`src/tsc_pkg.sv`:
```
// trigger sequencer control package: register layout, reset values, states
// assumes a 16-bit control/status word reached over a plain port
`default_nettype none
package tsc_pkg;
   // ----------------------------------------
   // register map
   // ----------------------------------------
   localparam logic [3:0] tsc_addr_ctrl = 4'h0;
   localparam logic [3:0] tsc_addr_mask = 4'h1;
   localparam logic [3:0] tsc_addr_stat = 4'h2;
   localparam logic [3:0] tsc_addr_sdlim = 4'h3;
   localparam logic [3:0] tsc_addr_cnlim = 4'h4;
   localparam logic [3:0] tsc_addr_tmlim = 4'h5;
   localparam logic [3:0] tsc_addr_pwid = 4'h6;
   localparam logic [3:0] tsc_addr_cmd = 4'h7;
   // ----------------------------------------
   // control/status bit positions
   // ----------------------------------------
   localparam int tsc_b_enable = 15;
   localparam int tsc_b_sidl = 13;
   localparam int tsc_b_togl = 12;
   localparam int tsc_b_swt = 10;
   localparam int tsc_b_ssen = 9;
   localparam int tsc_b_ivis = 8;
   localparam int tsc_b_run = 7;
   localparam int tsc_b_wdto = 6;
   localparam int tsc_b_itm1 = 1;
   localparam int tsc_b_itm0 = 0;
   localparam logic [15:0] tsc_ctrl_impl = 16'hb7c3;
   localparam logic [15:0] tsc_ctrl_rst = 16'h0000;
   // ----------------------------------------
   // command word: op in [15:12], line in [3:0], option bit 0
   // ----------------------------------------
   localparam logic [3:0] tsc_op_trig = 4'h1;
   localparam logic [3:0] tsc_op_whi = 4'h2;
   localparam logic [3:0] tsc_op_wlo = 4'h3;
   localparam logic [3:0] tsc_op_ctrl = 4'h4;
   localparam logic [3:0] tsc_op_step = 4'h5;
   // status bits: 0 watchdog time-out, 1 trigger issued
   localparam int tsc_ev_w = 2;
   // ----------------------------------------
   // timing: watchdog time in ns, counts derived at 250 MHz
   // ----------------------------------------
   localparam int tsc_clk_mhz = 250;
   localparam int tsc_wdt_ns = 4000;
   localparam int tsc_wdt_cyc = (tsc_wdt_ns * tsc_clk_mhz) / 1000;
   typedef enum logic [1:0] {tsc_idle, tsc_fetch, tsc_wait, tsc_pulse} tsc_state_t;
endpackage
`default_nettype wire

```
`src/tsc_trig_line.sv`:
```
// one trigger output line: pulse or toggle
// assumes fire is a one-cycle strobe on mclk
`timescale 1ns/100ps
`default_nettype none
module tsc_trig_line #(
   parameter int pw_w = 8 // pulse width counter width
) (
   input wire logic mclk, // clock
   input wire logic rst, // async reset
   input wire logic fire, // execute trigger
   input wire logic toggle, // toggle mode
   input wire logic [pw_w-1:0] width, // pulse width in cycles
   output logic line // trigger output
);
   logic [pw_w-1:0] cnt;
   // ----------------------------------------
   // line drive
   // ----------------------------------------
   always_ff @(posedge mclk or posedge rst) begin
      if (rst) begin
         line <= 1'b0;
         cnt <= '0;
      end else if (fire && toggle) begin
         line <= ~line;
         cnt <= '0;
      end else if (fire) begin
         line <= 1'b1;
         cnt <= (width == '0) ? pw_w'(1) : width;
      end else if (cnt != '0) begin
         cnt <= cnt - pw_w'(1);
         if (cnt == pw_w'(1)) begin
            line <= 1'b0;
         end
      end
   end
endmodule // tsc_trig_line
`default_nettype wire

```
`src/tsc_core.sv`:
```
// trigger sequencer control and status with command interpreter
// assumes a one-cycle register port on mclk; idle and inputs from pins
//
// Operation
// - sequencer runs only while enable bit set
// - halt-in-idle stops sequencer during idle
// - toggle mode inverts addressed trigger line
// - pulse mode emits one width-long pulse
// - writing one triggers; zero does nothing
// - only control-command option reads software trigger
// - single-step bit selects single-step mode
// - visibility set: limit reads show live
// - visibility clear: limit reads show written
// - run bit starts; clearing stops execution
// - watchdog expiry sets time-out flag
//
// Implementation choices: the placing of the registers and strobed register access.
`timescale 1ns/100ps
`default_nettype none
module tsc_core
   import tsc_pkg::*;
#(
   parameter int n_lines = 4, // trigger output lines
   parameter int n_in = 4, // trigger inputs
   parameter int wdt_cyc = tsc_wdt_cyc // watchdog count
) (
   input wire logic mclk, // clock
   input wire logic rst, // async reset
   input wire logic [3:0] addr, // register index
   input wire logic [15:0] wdata, // write data
   input wire logic wr, // write strobe
   input wire logic rd, // read strobe
   output logic [15:0] rdata, // read data
   input wire logic idle_req, // device idle mode
   input wire logic [n_in-1:0] trig_in, // trigger inputs
   output logic [n_lines-1:0] trigger_output_line, // trigger outputs
   output logic irq // level interrupt
);
   import tsc_pkg::*;
   logic [15:0] ctrl;
   logic watchdog_timeout_flag;
   logic [15:0] step_delay_limit, loop_counter_limit, timer_limit;
   logic [15:0] step_delay_counter, loop_counter, sequence_timer;
   logic [7:0] pulse_width_setting;
   logic [15:0] cmd;
   logic cmd_pend;
   logic swt_pend;
   logic [tsc_ev_w-1:0] stat, mask;
   logic [1:0] idle_s;
   logic step_req;
   logic [n_in-1:0] in_m, in_q;
   logic idle_q;
   logic active;
   logic wd_exp;
   logic fire;
   logic step_ok;
   logic wait_done;
   tsc_state_t state;
   logic [15:0] ctrl_view;
   // ----------------------------------------
   // input synchronisers
   // ----------------------------------------
   always_ff @(posedge mclk or posedge rst) begin
      if (rst) begin
         idle_s <= 2'h0;
         in_m <= '0;
         in_q <= '0;
      end else begin
         idle_s <= {idle_s[0], idle_req};
         in_m <= trig_in;
         in_q <= in_m;
      end
   end
   assign idle_q = idle_s[1];
   // sequencer may act
   assign active = ctrl[tsc_b_enable] && !(ctrl[tsc_b_sidl] && idle_q);
   // ----------------------------------------
   // control register
   // ----------------------------------------
   always_ff @(posedge mclk or posedge rst) begin
      if (rst) begin
         ctrl <= tsc_ctrl_rst;
      end else if (wr && addr == tsc_addr_ctrl) begin
         ctrl <= wdata & tsc_ctrl_impl & ~(16'h0001 << tsc_b_wdto) & ~(16'h0001 << tsc_b_swt);
      end
   end
   // software trigger latch, writing zero is no action
   always_ff @(posedge mclk or posedge rst) begin
      if (rst) begin
         swt_pend <= 1'b0;
      end else if (wr && addr == tsc_addr_ctrl && wdata[tsc_b_swt]) begin
         swt_pend <= 1'b1;
      end else if (state == tsc_wait && cmd[15:12] == tsc_op_ctrl && cmd[0] && swt_pend) begin
         swt_pend <= 1'b0;
      end
   end
   // ----------------------------------------
   // limit, pulse width and command registers
   // ----------------------------------------
   always_ff @(posedge mclk or posedge rst) begin
      if (rst) begin
         step_delay_limit <= 16'h0000;
         loop_counter_limit <= 16'h0000;
         timer_limit <= 16'h0000;
         pulse_width_setting <= 8'h00;
      end else if (wr) begin
         if (addr == tsc_addr_sdlim) step_delay_limit <= wdata;
         if (addr == tsc_addr_cnlim) loop_counter_limit <= wdata;
         if (addr == tsc_addr_tmlim) timer_limit <= wdata;
         if (addr == tsc_addr_pwid) pulse_width_setting <= wdata[7:0];
      end
   end
   // one command slot, loaded by software
   always_ff @(posedge mclk or posedge rst) begin
      if (rst) begin
         cmd <= 16'h0000;
         cmd_pend <= 1'b0;
      end else if (wr && addr == tsc_addr_cmd) begin
         cmd <= wdata;
         cmd_pend <= 1'b1;
      end else if (state == tsc_fetch) begin
         cmd_pend <= 1'b0;
      end
   end
   // single step: a control write with the step bit grants one command start
   always_ff @(posedge mclk or posedge rst) begin
      if (rst) begin
         step_req <= 1'b0;
      end else if (wr && addr == tsc_addr_ctrl && wdata[tsc_b_ssen]) begin
         step_req <= 1'b1;
      end else if (state == tsc_fetch) begin
         step_req <= 1'b0;
      end
   end
   assign step_ok = !ctrl[tsc_b_ssen] || step_req;
   // ----------------------------------------
   // wait completion per command
   // ----------------------------------------
   always_comb begin
      wait_done = 1'b0;
      unique case (cmd[15:12])
         tsc_op_whi: wait_done = in_q[cmd[1:0]] ^ (ctrl[tsc_b_itm1] & ~in_q[cmd[1:0]]);
         tsc_op_wlo: wait_done = !in_q[cmd[1:0]] | (ctrl[tsc_b_itm0] & in_q[cmd[1:0]]);
         tsc_op_ctrl: wait_done = cmd[0] ? swt_pend : 1'b1;
         tsc_op_step: wait_done = step_delay_counter >= step_delay_limit;
         default: wait_done = 1'b1;
      endcase
   end
   // ----------------------------------------
   // command sequencer
   // ----------------------------------------
   always_ff @(posedge mclk or posedge rst) begin
      if (rst) begin
         state <= tsc_idle;
      end else if (!active || !ctrl[tsc_b_run]) begin
         state <= tsc_idle;
      end else begin
         unique case (state)
            tsc_idle: if (cmd_pend && step_ok) state <= tsc_fetch;
            tsc_fetch: state <= tsc_wait;
            tsc_wait: if (wait_done) state <= (cmd[15:12] == tsc_op_trig) ? tsc_pulse : tsc_idle;
            tsc_pulse: state <= tsc_idle;
         endcase
      end
   end
   assign fire = state == tsc_pulse;
   // ----------------------------------------
   // counters and timers
   // ----------------------------------------
   always_ff @(posedge mclk or posedge rst) begin
      if (rst) begin
         step_delay_counter <= 16'h0000;
         loop_counter <= 16'h0000;
         sequence_timer <= 16'h0000;
      end else if (state == tsc_wait) begin
         step_delay_counter <= step_delay_counter + 16'h0001;
         sequence_timer <= (sequence_timer == timer_limit) ? 16'h0000 : sequence_timer + 16'h0001;
      end else begin
         step_delay_counter <= 16'h0000;
         if (fire) loop_counter <= (loop_counter == loop_counter_limit) ? 16'h0000 : loop_counter + 16'h0001;
      end
   end
   // ----------------------------------------
   // watchdog on waiting
   // ----------------------------------------
   logic [31:0] wd_cnt;
   always_ff @(posedge mclk or posedge rst) begin
      if (rst) begin
         wd_cnt <= 32'h0000_0000;
      end else if (state == tsc_wait && !wait_done) begin
         wd_cnt <= wd_exp ? 32'h0000_0000 : wd_cnt + 32'h0000_0001;
      end else begin
         wd_cnt <= 32'h0000_0000;
      end
   end
   assign wd_exp = wd_cnt == 32'(wdt_cyc - 1);
   // sticky time-out flag, set wins over clear
   always_ff @(posedge mclk or posedge rst) begin
      if (rst) begin
         watchdog_timeout_flag <= 1'b0;
      end else if (wd_exp) begin
         watchdog_timeout_flag <= 1'b1;
      end else if (wr && addr == tsc_addr_ctrl && !wdata[tsc_b_wdto]) begin
         watchdog_timeout_flag <= 1'b0;
      end
   end
   // ----------------------------------------
   // interrupt status and mask
   // ----------------------------------------
   always_ff @(posedge mclk or posedge rst) begin
      if (rst) begin
         stat <= '0;
      end else begin
         for (int i = 0; i < tsc_ev_w; i++) begin
            if ((i == 0 && wd_exp) || (i == 1 && fire)) begin
               stat[i] <= 1'b1;
            end else if (wr && addr == tsc_addr_stat && wdata[i]) begin
               stat[i] <= 1'b0;
            end
         end
      end
   end
   always_ff @(posedge mclk or posedge rst) begin
      if (rst) begin
         mask <= '0;
      end else if (wr && addr == tsc_addr_mask) begin
         mask <= wdata[tsc_ev_w-1:0];
      end
   end
   assign irq = |(stat & mask);
   // ----------------------------------------
   // trigger lines
   // ----------------------------------------
   for (genvar g = 0; g < n_lines; g++) begin : g_line
      tsc_trig_line #(.pw_w(8)) u_line (
         .mclk(mclk),
         .rst(rst),
         .fire(fire && cmd[3:0] == 4'(g)),
         .toggle(ctrl[tsc_b_togl]),
         .width(pulse_width_setting),
         .line(trigger_output_line[g])
      );
   end
   // ----------------------------------------
   // read path
   // ----------------------------------------
   always_comb begin
      ctrl_view = ctrl;
      ctrl_view[tsc_b_wdto] = watchdog_timeout_flag;
   end
   always_ff @(posedge mclk or posedge rst) begin
      if (rst) begin
         rdata <= 16'h0000;
      end else if (rd) begin
         unique case (addr)
            tsc_addr_ctrl: rdata <= ctrl_view & tsc_ctrl_impl;
            tsc_addr_mask: rdata <= 16'(mask);
            tsc_addr_stat: rdata <= 16'(stat);
            tsc_addr_sdlim: rdata <= ctrl[tsc_b_ivis] ? step_delay_counter : step_delay_limit;
            tsc_addr_cnlim: rdata <= ctrl[tsc_b_ivis] ? loop_counter : loop_counter_limit;
            tsc_addr_tmlim: rdata <= ctrl[tsc_b_ivis] ? sequence_timer : timer_limit;
            tsc_addr_pwid: rdata <= {8'h00, pulse_width_setting};
            tsc_addr_cmd: rdata <= cmd;
            default: rdata <= 16'h0000;
         endcase
      end else begin
         rdata <= 16'h0000;
      end
   end
   // ----------------------------------------
   // assertions
   // ----------------------------------------
   property p_disabled_idle;
      @(posedge mclk) disable iff (rst) !ctrl[tsc_b_enable] |=> state == tsc_idle;
   endproperty
   a_disabled_idle: assert property (p_disabled_idle) else $error("sequencer ran while disabled");
   property p_sidl;
      @(posedge mclk) disable iff (rst) (ctrl[tsc_b_sidl] && idle_q) |=> state == tsc_idle;
   endproperty
   a_sidl: assert property (p_sidl) else $error("sequencer ran in idle");
   property p_stop;
      @(posedge mclk) disable iff (rst) !ctrl[tsc_b_run] |=> !fire;
   endproperty
   a_stop: assert property (p_stop) else $error("trigger fired while stopped");
   property p_wdto;
      @(posedge mclk) disable iff (rst) wd_exp |=> watchdog_timeout_flag && stat[0];
   endproperty
   a_wdto: assert property (p_wdto) else $error("time-out not flagged");
   property p_sticky;
      @(posedge mclk) disable iff (rst) (watchdog_timeout_flag && !(wr && addr == tsc_addr_ctrl)) |=> watchdog_timeout_flag;
   endproperty
   a_sticky: assert property (p_sticky) else $error("time-out flag lost");
   property p_vis;
      @(posedge mclk) disable iff (rst) (rd && addr == tsc_addr_tmlim && !ctrl[tsc_b_ivis]) |=> rdata == $past(timer_limit);
   endproperty
   a_vis: assert property (p_vis) else $error("limit read wrong");
   property p_live;
      @(posedge mclk) disable iff (rst) (rd && addr == tsc_addr_sdlim && ctrl[tsc_b_ivis]) |=> rdata == $past(step_delay_counter);
   endproperty
   a_live: assert property (p_live) else $error("live read wrong");
   property p_unimpl;
      @(posedge mclk) disable iff (rst) ##1 (rdata & ~tsc_ctrl_impl) == 16'h0000 || $past(addr) != tsc_addr_ctrl;
   endproperty
   a_unimpl: assert property (p_unimpl) else $error("unimplemented bit read one");
   property p_swt_zero;
      @(posedge mclk) disable iff (rst) (!swt_pend && !(wr && addr == tsc_addr_ctrl && wdata[tsc_b_swt])) |=> !swt_pend;
   endproperty
   a_swt_zero: assert property (p_swt_zero) else $error("trigger without a one write");
   c_fire: cover property (@(posedge mclk) disable iff (rst) fire);
   c_wdto: cover property (@(posedge mclk) disable iff (rst) wd_exp);
   c_irq: cover property (@(posedge mclk) disable iff (rst) irq);
endmodule // tsc_core
`default_nettype wire

```
`config.mk`:
```
export PLATFORM = sky130hd
export DESIGN_NAME = tsc_core
export DESIGN_NICKNAME = d
export VERILOG_FILES = /design/src/tsc_pkg.sv /design/src/tsc_trig_line.sv /design/src/tsc_core.sv
export SDC_FILE = /design/constraint.sdc
export NUM_CORES = 1
export LEC_CHECK = 0
export BUFFER_PORTS_ARGS = -buffer_cell sky130_fd_sc_hd__buf_2
export CAP_MARGIN = 20
export CORE_UTILIZATION = 25
export CTS_BUF_LIST = sky130_fd_sc_hd__clkbuf_4 sky130_fd_sc_hd__clkbuf_8
export DETAILED_ROUTE_END_ITERATION = 7
export HOLD_SLACK_MARGIN = 0.08
export PLACE_DENSITY = 0.39
export SETUP_SLACK_MARGIN = 0.1
export SYNTH_ARGS = -nofsm -noshare
export SYNTH_HDL_FRONTEND = slang
export SYNTH_SLANG_ARGS = --single-unit
```
`constraint.sdc`:
```
create_clock -name mclk -period 7.3 [get_ports mclk]
set_input_delay 1.46 -clock mclk [delete_from_list [all_inputs] [get_ports mclk]]
set_output_delay 1.46 -clock mclk [all_outputs]
set_load 0.005 [all_outputs]
```
# Word-level counts from Yosys, hierarchy flattened
# Cells that the tools add are included.
[op_classes] add_sub_neg=8 multipliers=0 div=0 n_lt_le_gt_ge=2 eq_ne=27 shift=0 mux=59 bitwise=11 reduce_logical=66
[op_table] cell="case mux 16 bit (8 select lines)" n=1
[op_table] cell="2-to-1 mux 16 bit" n=7
[op_table] cell="2-to-1 mux 8 bit" n=13
[op_table] cell="2-to-1 mux 32 bit" n=2
[op_table] cell="adder 16 x 1 -> 16 bit, second input constant" n=3
[op_table] cell="adder 32 x 1 -> 32 bit, second input constant" n=1
[op_table] cell="== test 16 bit" n=2
[op_table] cell="== test 32 x 10 -> 1 bit, second input constant" n=1
[op_table] cell="== test 8 x 1 -> 1 bit, second input constant" n=4
[op_table] cell="nonzero test 8 bit" n=4
[op_table] cell="subtractor 8 x 1 -> 8 bit, second input constant" n=4
[op_table] cell="2-to-1 mux 1 bit" n=29
[op_table] cell="== test 4 x 2 -> 1 bit, second input constant" n=6
[op_table] cell="== test 4 x 3 -> 1 bit, second input constant" n=6
[op_table] cell="logical AND 1 bit" n=24
[op_table] cell="nonzero test 3 bit" n=8
[op_table] cell="AND reduction 2 bit" n=10
[op_table] cell="greater-or-equal comparator 16 bit" n=1
[op_table] cell="== test 4 x 1 -> 1 bit, second input constant" n=3
[op_table] cell="nonzero test 2 bit" n=6
[op_table] cell="logical NOT 4 bit" n=2
[op_table] cell="logical NOT 8 bit" n=1
[op_table] cell="2-to-1 mux 2 bit" n=4
[op_table] cell="case mux 2 bit (4 select lines)" n=1
[op_table] cell="other kinds (15)" n=30
[totals] reg_bits=232 latchBits=0 ram_bits=0 mem_bits_ro=0 inputBits=29 out_inout_bits=21 elab_cells=203 memories=0

# Longest topological paths before layout
# Gate-level depths: netlist of run 1.
[logic_depth] word_depth=9 mapped_depth=9 ltp_nobuf=8

# By module
# From an unflattened synthesis of run 1, not the netlist that was laid out.
[unflattened] hier_cells=1186 hier_area_um2=12510.7
[by_module_without_submodules] mod="tsc_core" n_inst=1 cells_each=924 area_each_um2=10030.9 seq_area_each_um2=4904.7
[by_module_without_submodules] mod="tsc_trig_line at g_line[0].u_line ..." n_inst=3 cells_each=65 area_each_um2=620.6 seq_area_each_um2=225.2
[by_module_without_submodules] mod="tsc_trig_line at g_line[3].u_line" n_inst=1 cells_each=67 area_each_um2=618.1 seq_area_each_um2=225.2

# Worst setup path before layout of run 1
# Ideal clock, no wire load.
[synth_timing] kind="input -> register" start="input addr[3]" end="register loop_counter_limit[0]" setup_ns=0.125 arrival_time_ns=2.622 t_required_ns=7.175 slack_ns=4.554 stages=6 n_path_buf=2 path_cell_list="nand2b_1 > buf_2 > nor3_4 > nand2_2 > buf_2 > mux2_2"
[synth_via] elab_chain_len=2
[synth_rtl] item="start, declared" line="tsc_core.sv:29" source="input wire logic [3:0] addr,"
[synth_rtl] item="== test 4 x 3 -> 1 bit" line="tsc_core.sv:108" source="if (addr == tsc_addr_cnlim) loop_counter_limit <= wdata;"
[synth_rtl] item="AND reduction 2 bit (no source line)"
[synth_rtl] item="end signal, assigned" line="tsc_core.sv:108"
[synth_rtl] item="end, declared" line="tsc_core.sv:42" source="logic [15:0] step_delay_limit, loop_counter_limit, timer_limit;"
# No other way between the ends.
# A chain may end at the register's enable or synchronous reset.

# Final worst setup path of run 1
[layout_timing] start="register step_delay_counter[2]" end="register wd_cnt[29]"
[layout_via] elab_chain_len=5
[layout_rtl] item="start, declared" line="tsc_core.sv:43" source="logic [15:0] step_delay_counter, loop_counter, sequence_timer;"
[layout_rtl] item="start signal, assigned" line="tsc_core.sv:176" source="step_delay_counter <= step_delay_counter + 16'h0001;"
[layout_rtl] item="greater-or-equal comparator 16 bit" line="tsc_core.sv:145" source="tsc_op_step: wait_done = step_delay_counter >= step_delay_limit;"
[layout_rtl] item="case mux 1 bit (4 select lines)" line="tsc_core.sv:141" source="unique case (cmd[15:12])"
[layout_rtl] item="logical NOT 1 bit" line="tsc_core.sv:190" source="end else if (state == tsc_wait && !wait_done) begin"
[layout_rtl] item="logical AND 1 bit" line="tsc_core.sv:190"
[layout_rtl] item="2-to-1 mux 32 bit" line="tsc_core.sv:190"
[layout_rtl] item="end signal, assigned" line="tsc_core.sv:191" source="wd_cnt <= wd_exp ? 32'h0000_0000 : wd_cnt + 32'h0000_0001;"
[layout_rtl] item="end, declared" line="tsc_core.sv:186" source="logic [31:0] wd_cnt;"
# No other way between the ends.

==> results.cfg, run 1 <==
[worst_setup_path]
r2r_start = step_delay_counter[2]
crit_family = compound AO/OA/AOI/OAI gates
critical_path_required_ns = 7.80
ff2ff_setup_slack_ns = 4.10
worstSetupPathType = reg -> reg
crit_buf_inv = 0
critPathMaxFanout = 32
worst_r2r_endpoint = wd_cnt[29]
critical-path-max-stage-delay_ns = 0.74
critPathLaunchType = register
worstRegToRegCells = 7
slowest_stage = nand3_2
cp_data_arrival_time_ns = 3.70
worstPathCellList = ha_1 > a211o_1 > a31oi_1 > o221ai_1 > a2bb2oi_1 > nand3_2 > nor2_1
endpoint_kind = register

[yosys]
synth_warnings = 0
synth_edf_count = 0
ys_seq_elements = 232
ys_dominant_reg_cell = dfrtp_1
post_synth.cell_area_avg_um2 = 10.7
synth.distinct_cells = 63
synth_nets = 1163
syn-cell-area_um2 = 11800
ys_seq_area_share_pct = 49.2
postSynthCellCount = 1106
async_reset_ff_share_pct = 100

[clock_tree]
hold_buffers = 0
clock_path_buffers = 3
cts_tree = built
clock-sinks = 232
h-tree-depth = 2
cts_resized = 0
cts.clk_slew.worst_paths_ns = 0.06
insertion_delay_ns = 0.60
numCtsBuffers = 45
post_cts_buffers = 0
cts-root-buf = clkbuf_8

[floorplan]
ios = 50
initial_core_util_pct = 25.3
die_area_um2 = 48000
std_cell_rows = 79
die_w_um = 219
core_um2 = 46600
die_h_um = 219

[routing]
top_layer = met4
firstDrtPassIters = 6
avgViaCountPerCell = 4.73
wl_met1_um = 16500
wire_per_inst_um = 19.3
drc = 0
dr_wl_met3_um = 1360
via_count = 8536
drt_iter0_markers = 536
wl_um = 34900
routed-wl-met2_um = 16200
ant_nets = 0

[sta]
finalMaxSlewViolations = 0
worstMarginPinSlew_ns = 0.979
rsz0062_at_grt = no
fin_tns_setup_ns = 0
max_slew_margin_pct = 34.7
timing.hold.ws_ns = 0.350
finalHoldViolCount = 0
fin_crit_sh_pct = 43.9
setup_viol = 0
min_period_ns = 3.20
clock.fmax_mhz = 312
finalClockSkew_ns = 0.0184
timing.final.ws_setup_ns = 4.10

[power_and_ir_drop]
powerDensity_nw_per_um2 = 290
leakage_nw = 6.00
irDropWorstVdd_v = 0.000159
total_power_mw = 3.96

[worst_hold_path]
whs_path_depth = 0
min_path_type = reg -> reg
worstHoldEndpoint = idle_s[1]
min-delay-start = idle_s[0]

[status]
status = completed

[placed_design]
gp_congestion = 0.789
dp_cells = 1725
numPortBuffers = 49
place_ws_ns = 3.73
hpwl_um = 23900

[layout]
reg.largest.list = g_line.u_line.cnt: 32 flops, wd_cnt: 32 flops
final_common_cell = dfrtp_1
final_cell_count_no_fill = 1806
final_cell_mix = 231 x dfrtp_1, 137 x nor2_1, 99 x mux2_2
diodes = 0
area_growth_syn_to_layout_pct = 16.0
nets = 1222
drive_above_1_share_pct = 22.0

[grt]
grt-ovfl-total = 0
grt_max_degree = 169
grt_pass1_vias = 8533
grt_pass1_wl_um = 53400
antenna_found_initial = 0
grt_usage_pct = 14.9

[run]
maxCapViolCount = 0
## synth_stat cells, drive strengths merged, types with 9 or more instances
library cell	instances	area share, %
nand2	74	2.4
dfrtp	232	49
a221oi	12	0.89
a22oi	14	0.89
buf	22	1.2
nand2b	9	0.48
nand4	17	0.95
xor2	81	6.0
clkbuf	24	0.76
mux2	99	9.5
xnor2	44	3.3
a211oi	21	1.3
nand3	43	1.9
o21ai	21	0.92
nor3	17	0.94
nor2	141	4.6
and3	19	1.0
inv	32	1.0
mux2i	14	1.2
ha	28	3.0
nor4	24	1.3
a21oi	37	1.6
## per-layer routing
layer	vias to the layer above	track usage [%]
li1	4061	-
met1	4255	20.0
met2	173	24.0
met3	47	2.79
met4	0	5.12
met5	-	0
## worst max-delay path by stage
| stage | start | to | cells after the start |
|---|---|---|---|
| floorplan | rst | cmd[0] | 1 |
| global placement | addr[3] | loop_counter_limit[3] | 5 |
| detailed placement | addr[3] | loop_counter_limit[14] | 5 |
| CTS | step_delay_counter[2] | wd_cnt[29] | 7 |
| global route | step_delay_counter[2] | wd_cnt[16] | 7 |
| finish | step_delay_counter[2] | wd_cnt[29] | 7 |
## through the flow
step | util, % | cell area, um2
detailed placement | 27.2 | 12700
global route | 29.4 | 13700
finish | 29.4 | 13700
CTS | 29.4 | 13700
floorplan | - | 11800
global placement | 27.2 | 12700
## worst reg2reg max path, delay by kind of cell, from the launching register on
family / cells / cell delay [ns]
AOI/OAI and AO/OA: 4 / 1.22
adders and majority gates: 1 / 0.32
DFF: 1 / 0.54
and+or+nand+nor: 2 / 1.04
## report_power, final
group,internal [mW],switching (mW)
clock,0.875,0.590
sequential,1.51,0.233
combinational,0.378,0.379
## cell families (layout without fill, tap and decap cells)
| kind of cell | after synthesis | in the layout | share of synthesized area (%) |
|---|---|---|---|
| buffers and inverters | 78 | 171 | 2.99 |
| and+or+nand+nor | 378 | 378 | 15.8 |
| DFF | 232 | 232 | 49.2 |
| adders and majority gates | 28 | 28 | 2.97 |
| muxes | 114 | 114 | 10.8 |
| AOI/OAI and AO/OA | 151 | 151 | 8.90 |
| xor gates and xnor gates | 125 | 125 | 9.28 |
## area by class of cell
type,instances,area (um2)
fillers,4875,32900
flip-flops and latches,232,5810
multi-input cells,796,5650
clock buffers,70,882
well taps,607,759
repair buffers,58,325
clock inverters,11,136
inverters,32,124
Note: power is estimated with default switching activity, not from simulation.
==> inputs of run 2 (changes only) <==
--- a/config.mk
+++ b/config.mk
@@ -11,7 +11,7 @@
 export CTS_BUF_LIST = sky130_fd_sc_hd__clkbuf_4 sky130_fd_sc_hd__clkbuf_8
 export DETAILED_ROUTE_END_ITERATION = 7
 export HOLD_SLACK_MARGIN = 0.08
-export PLACE_DENSITY = 0.39
+export PLACE_DENSITY = 0.38
 export SETUP_SLACK_MARGIN = 0.1
 export SYNTH_ARGS = -nofsm -noshare
 export SYNTH_HDL_FRONTEND = slang
==> constraint.sdc (replaced) <==
create_clock -name mclk -period 3.1 [get_ports mclk]
set_input_delay 0.62 -clock mclk [delete_from_list [all_inputs] [get_ports mclk]]
set_output_delay 0.62 -clock mclk [all_outputs]
set_load 0.005 [all_outputs]
==> run 2 against run 1 <==
Fmax is 27% higher. Global-route usage up 0.38 points. Worst setup slack worse by 3.5 ns. Sequential power rose by 140%. Critical path type unchanged. Largest power group unchanged. Clock skew grew 0.0076 ns.
==> results.cfg, run 2 (synthesis gave the netlist of run 1 again) <==
[grt]
grt_pass1_vias = 8690
grt-ovfl-total = 0
grt_pass1_wl_um = 55400
grt_max_degree = 144
grt_usage_pct = 15.3
antenna_found_initial = 0

[floorplan]
die_w_um = 219
initial_core_util_pct = 25.3
die_h_um = 219
core_um2 = 46600
die_area_um2 = 48000
ios = 50
std_cell_rows = 79

[layout]
postLayoutCoreUtil_pct = 29.5
reg.largest.list = g_line.u_line.cnt: 32 flops, wd_cnt: 32 flops
fillers = 4862
drive_above_1_share_pct = 22.7
diodes = 0
nets = 1233
final_common_cell = dfrtp_1
area_growth_syn_to_layout_pct = 16.5
design_area_um2 = 13700
final_cell_mix = 231 x dfrtp_1, 137 x nor2_1, 99 x mux2_2
final_cell_count_no_fill = 1816

[run]
maxCapViolCount = 0

[clock_tree]
insertion_delay_ns = 0.58
cts.clk_slew.worst_paths_ns = 0.06
h-tree-depth = 2
cts_tree = built
numCtsBuffers = 44
hold_buffers = 0
clock_path_buffers = 3
cts_resized = 0
post_cts_buffers = 0
clock-sinks = 232
cts-root-buf = clkbuf_8

[sta]
timing.final.ws_setup_ns = 0.580
worstMarginPinSlew_ns = 0.931
finalHoldViolCount = 0
rsz0062_at_grt = no
fin_tns_setup_ns = 0
max_slew_margin_pct = 37.7
setup_viol = 0
finalMaxSlewViolations = 0
fin_crit_sh_pct = 81.3
clock.fmax_mhz = 397
min_period_ns = 2.52
finalClockSkew_ns = 0.0260

[placed_design]
gp_congestion = 0.776
place_area_um2 = 12800
numPortBuffers = 49
place_ws_ns = 0.555
dp_cells = 1737
hpwl_um = 24500

[worst_setup_path]
slowest_stage = dfrtp_1
critical-path-max-stage-delay_ns = 0.53
crit_family = compound AO/OA/AOI/OAI gates
critical_path_required_ns = 3.60
critPathLaunchType = register
endpoint_kind = register
worstRegToRegCells = 8
worstSetupPathType = reg -> reg
cp_data_arrival_time_ns = 3.02
crit_buf_inv = 1
path_depth = 8
worstPathCellList = ha_1 > a211o_1 > a31oi_1 > o221ai_1 > a2bb2oi_1 > nand3_2 > buf_4 > nor2_1
critPathMaxFanout = 32

[routing]
avgViaCountPerCell = 4.72
firstDrtPassIters = 7
wire_per_inst_um = 19.5
via_count = 8566
wl_um = 35400
ant_nets = 0
drt_iter0_markers = 501
drc = 0

[power_and_ir_drop]
irDropWorstVdd_v = 0.000360
powerDensity_nw_per_um2 = 669
leakage_nw = 6.04

[worst_hold_path]
min_path_type = in -> reg
whs_path_depth = 1

[status]
status = completed
## run 2: path summary, 6_finish.rpt
kind | start | endpoint | slack, ns
hold reg to reg | in_m[2] | in_q[2] | 0.34
max in group asynchronous | rst | step_delay_limit[2] | 2.11
setup reg to reg | step_delay_counter[2] | wd_cnt[6] | 0.58
min in group asynchronous | rst | in_m[0] | 0.19
setup / recovery | step_delay_counter[2] | wd_cnt[6] | 0.58
hold / removal | trig_in[3] | in_m[3] | 0.15
## run 2: power breakdown
part / internal [mW] / leakage [nW] / switching [mW]
clock: 1.92 / 0.520 / 1.37
sequential: 3.55 / 3.00 / 0.595
combinational: 0.902 / 2.52 / 0.855
total: 6.37 / 6.04 / 2.82
## run 2: stage by stage
step                total power [mW]  hold WS, ns
finish                          9.19        0.147
global route                    9.77        0.115
floorplan                       5.34        0.331
detailed placement              5.96        0.336
CTS                             9.35        0.106
global placement                5.96        0.340
## run 2: metal layers
metal	routed length, um	track usage, %	up-vias
met5	0	0	-
met4	778	4.38	0
met3	1290	2.49	52
met2	16100	23.9	164
met1	17200	21.6	4264
li1	-	-	4086
## run 2: layout make-up
type | count | area [um2] | share of cell area, %
tap | 607 | 759 | 5.53
clock buffer | 76 | 952 | 6.93
inverter | 32 | 124 | 0.901
clock inverter | 3 | 18.8 | 0.137
multi-input combinational | 796 | 5650 | 41.1
sequential | 232 | 5810 | 42.3
timing repair buffer | 70 | 428 | 3.11
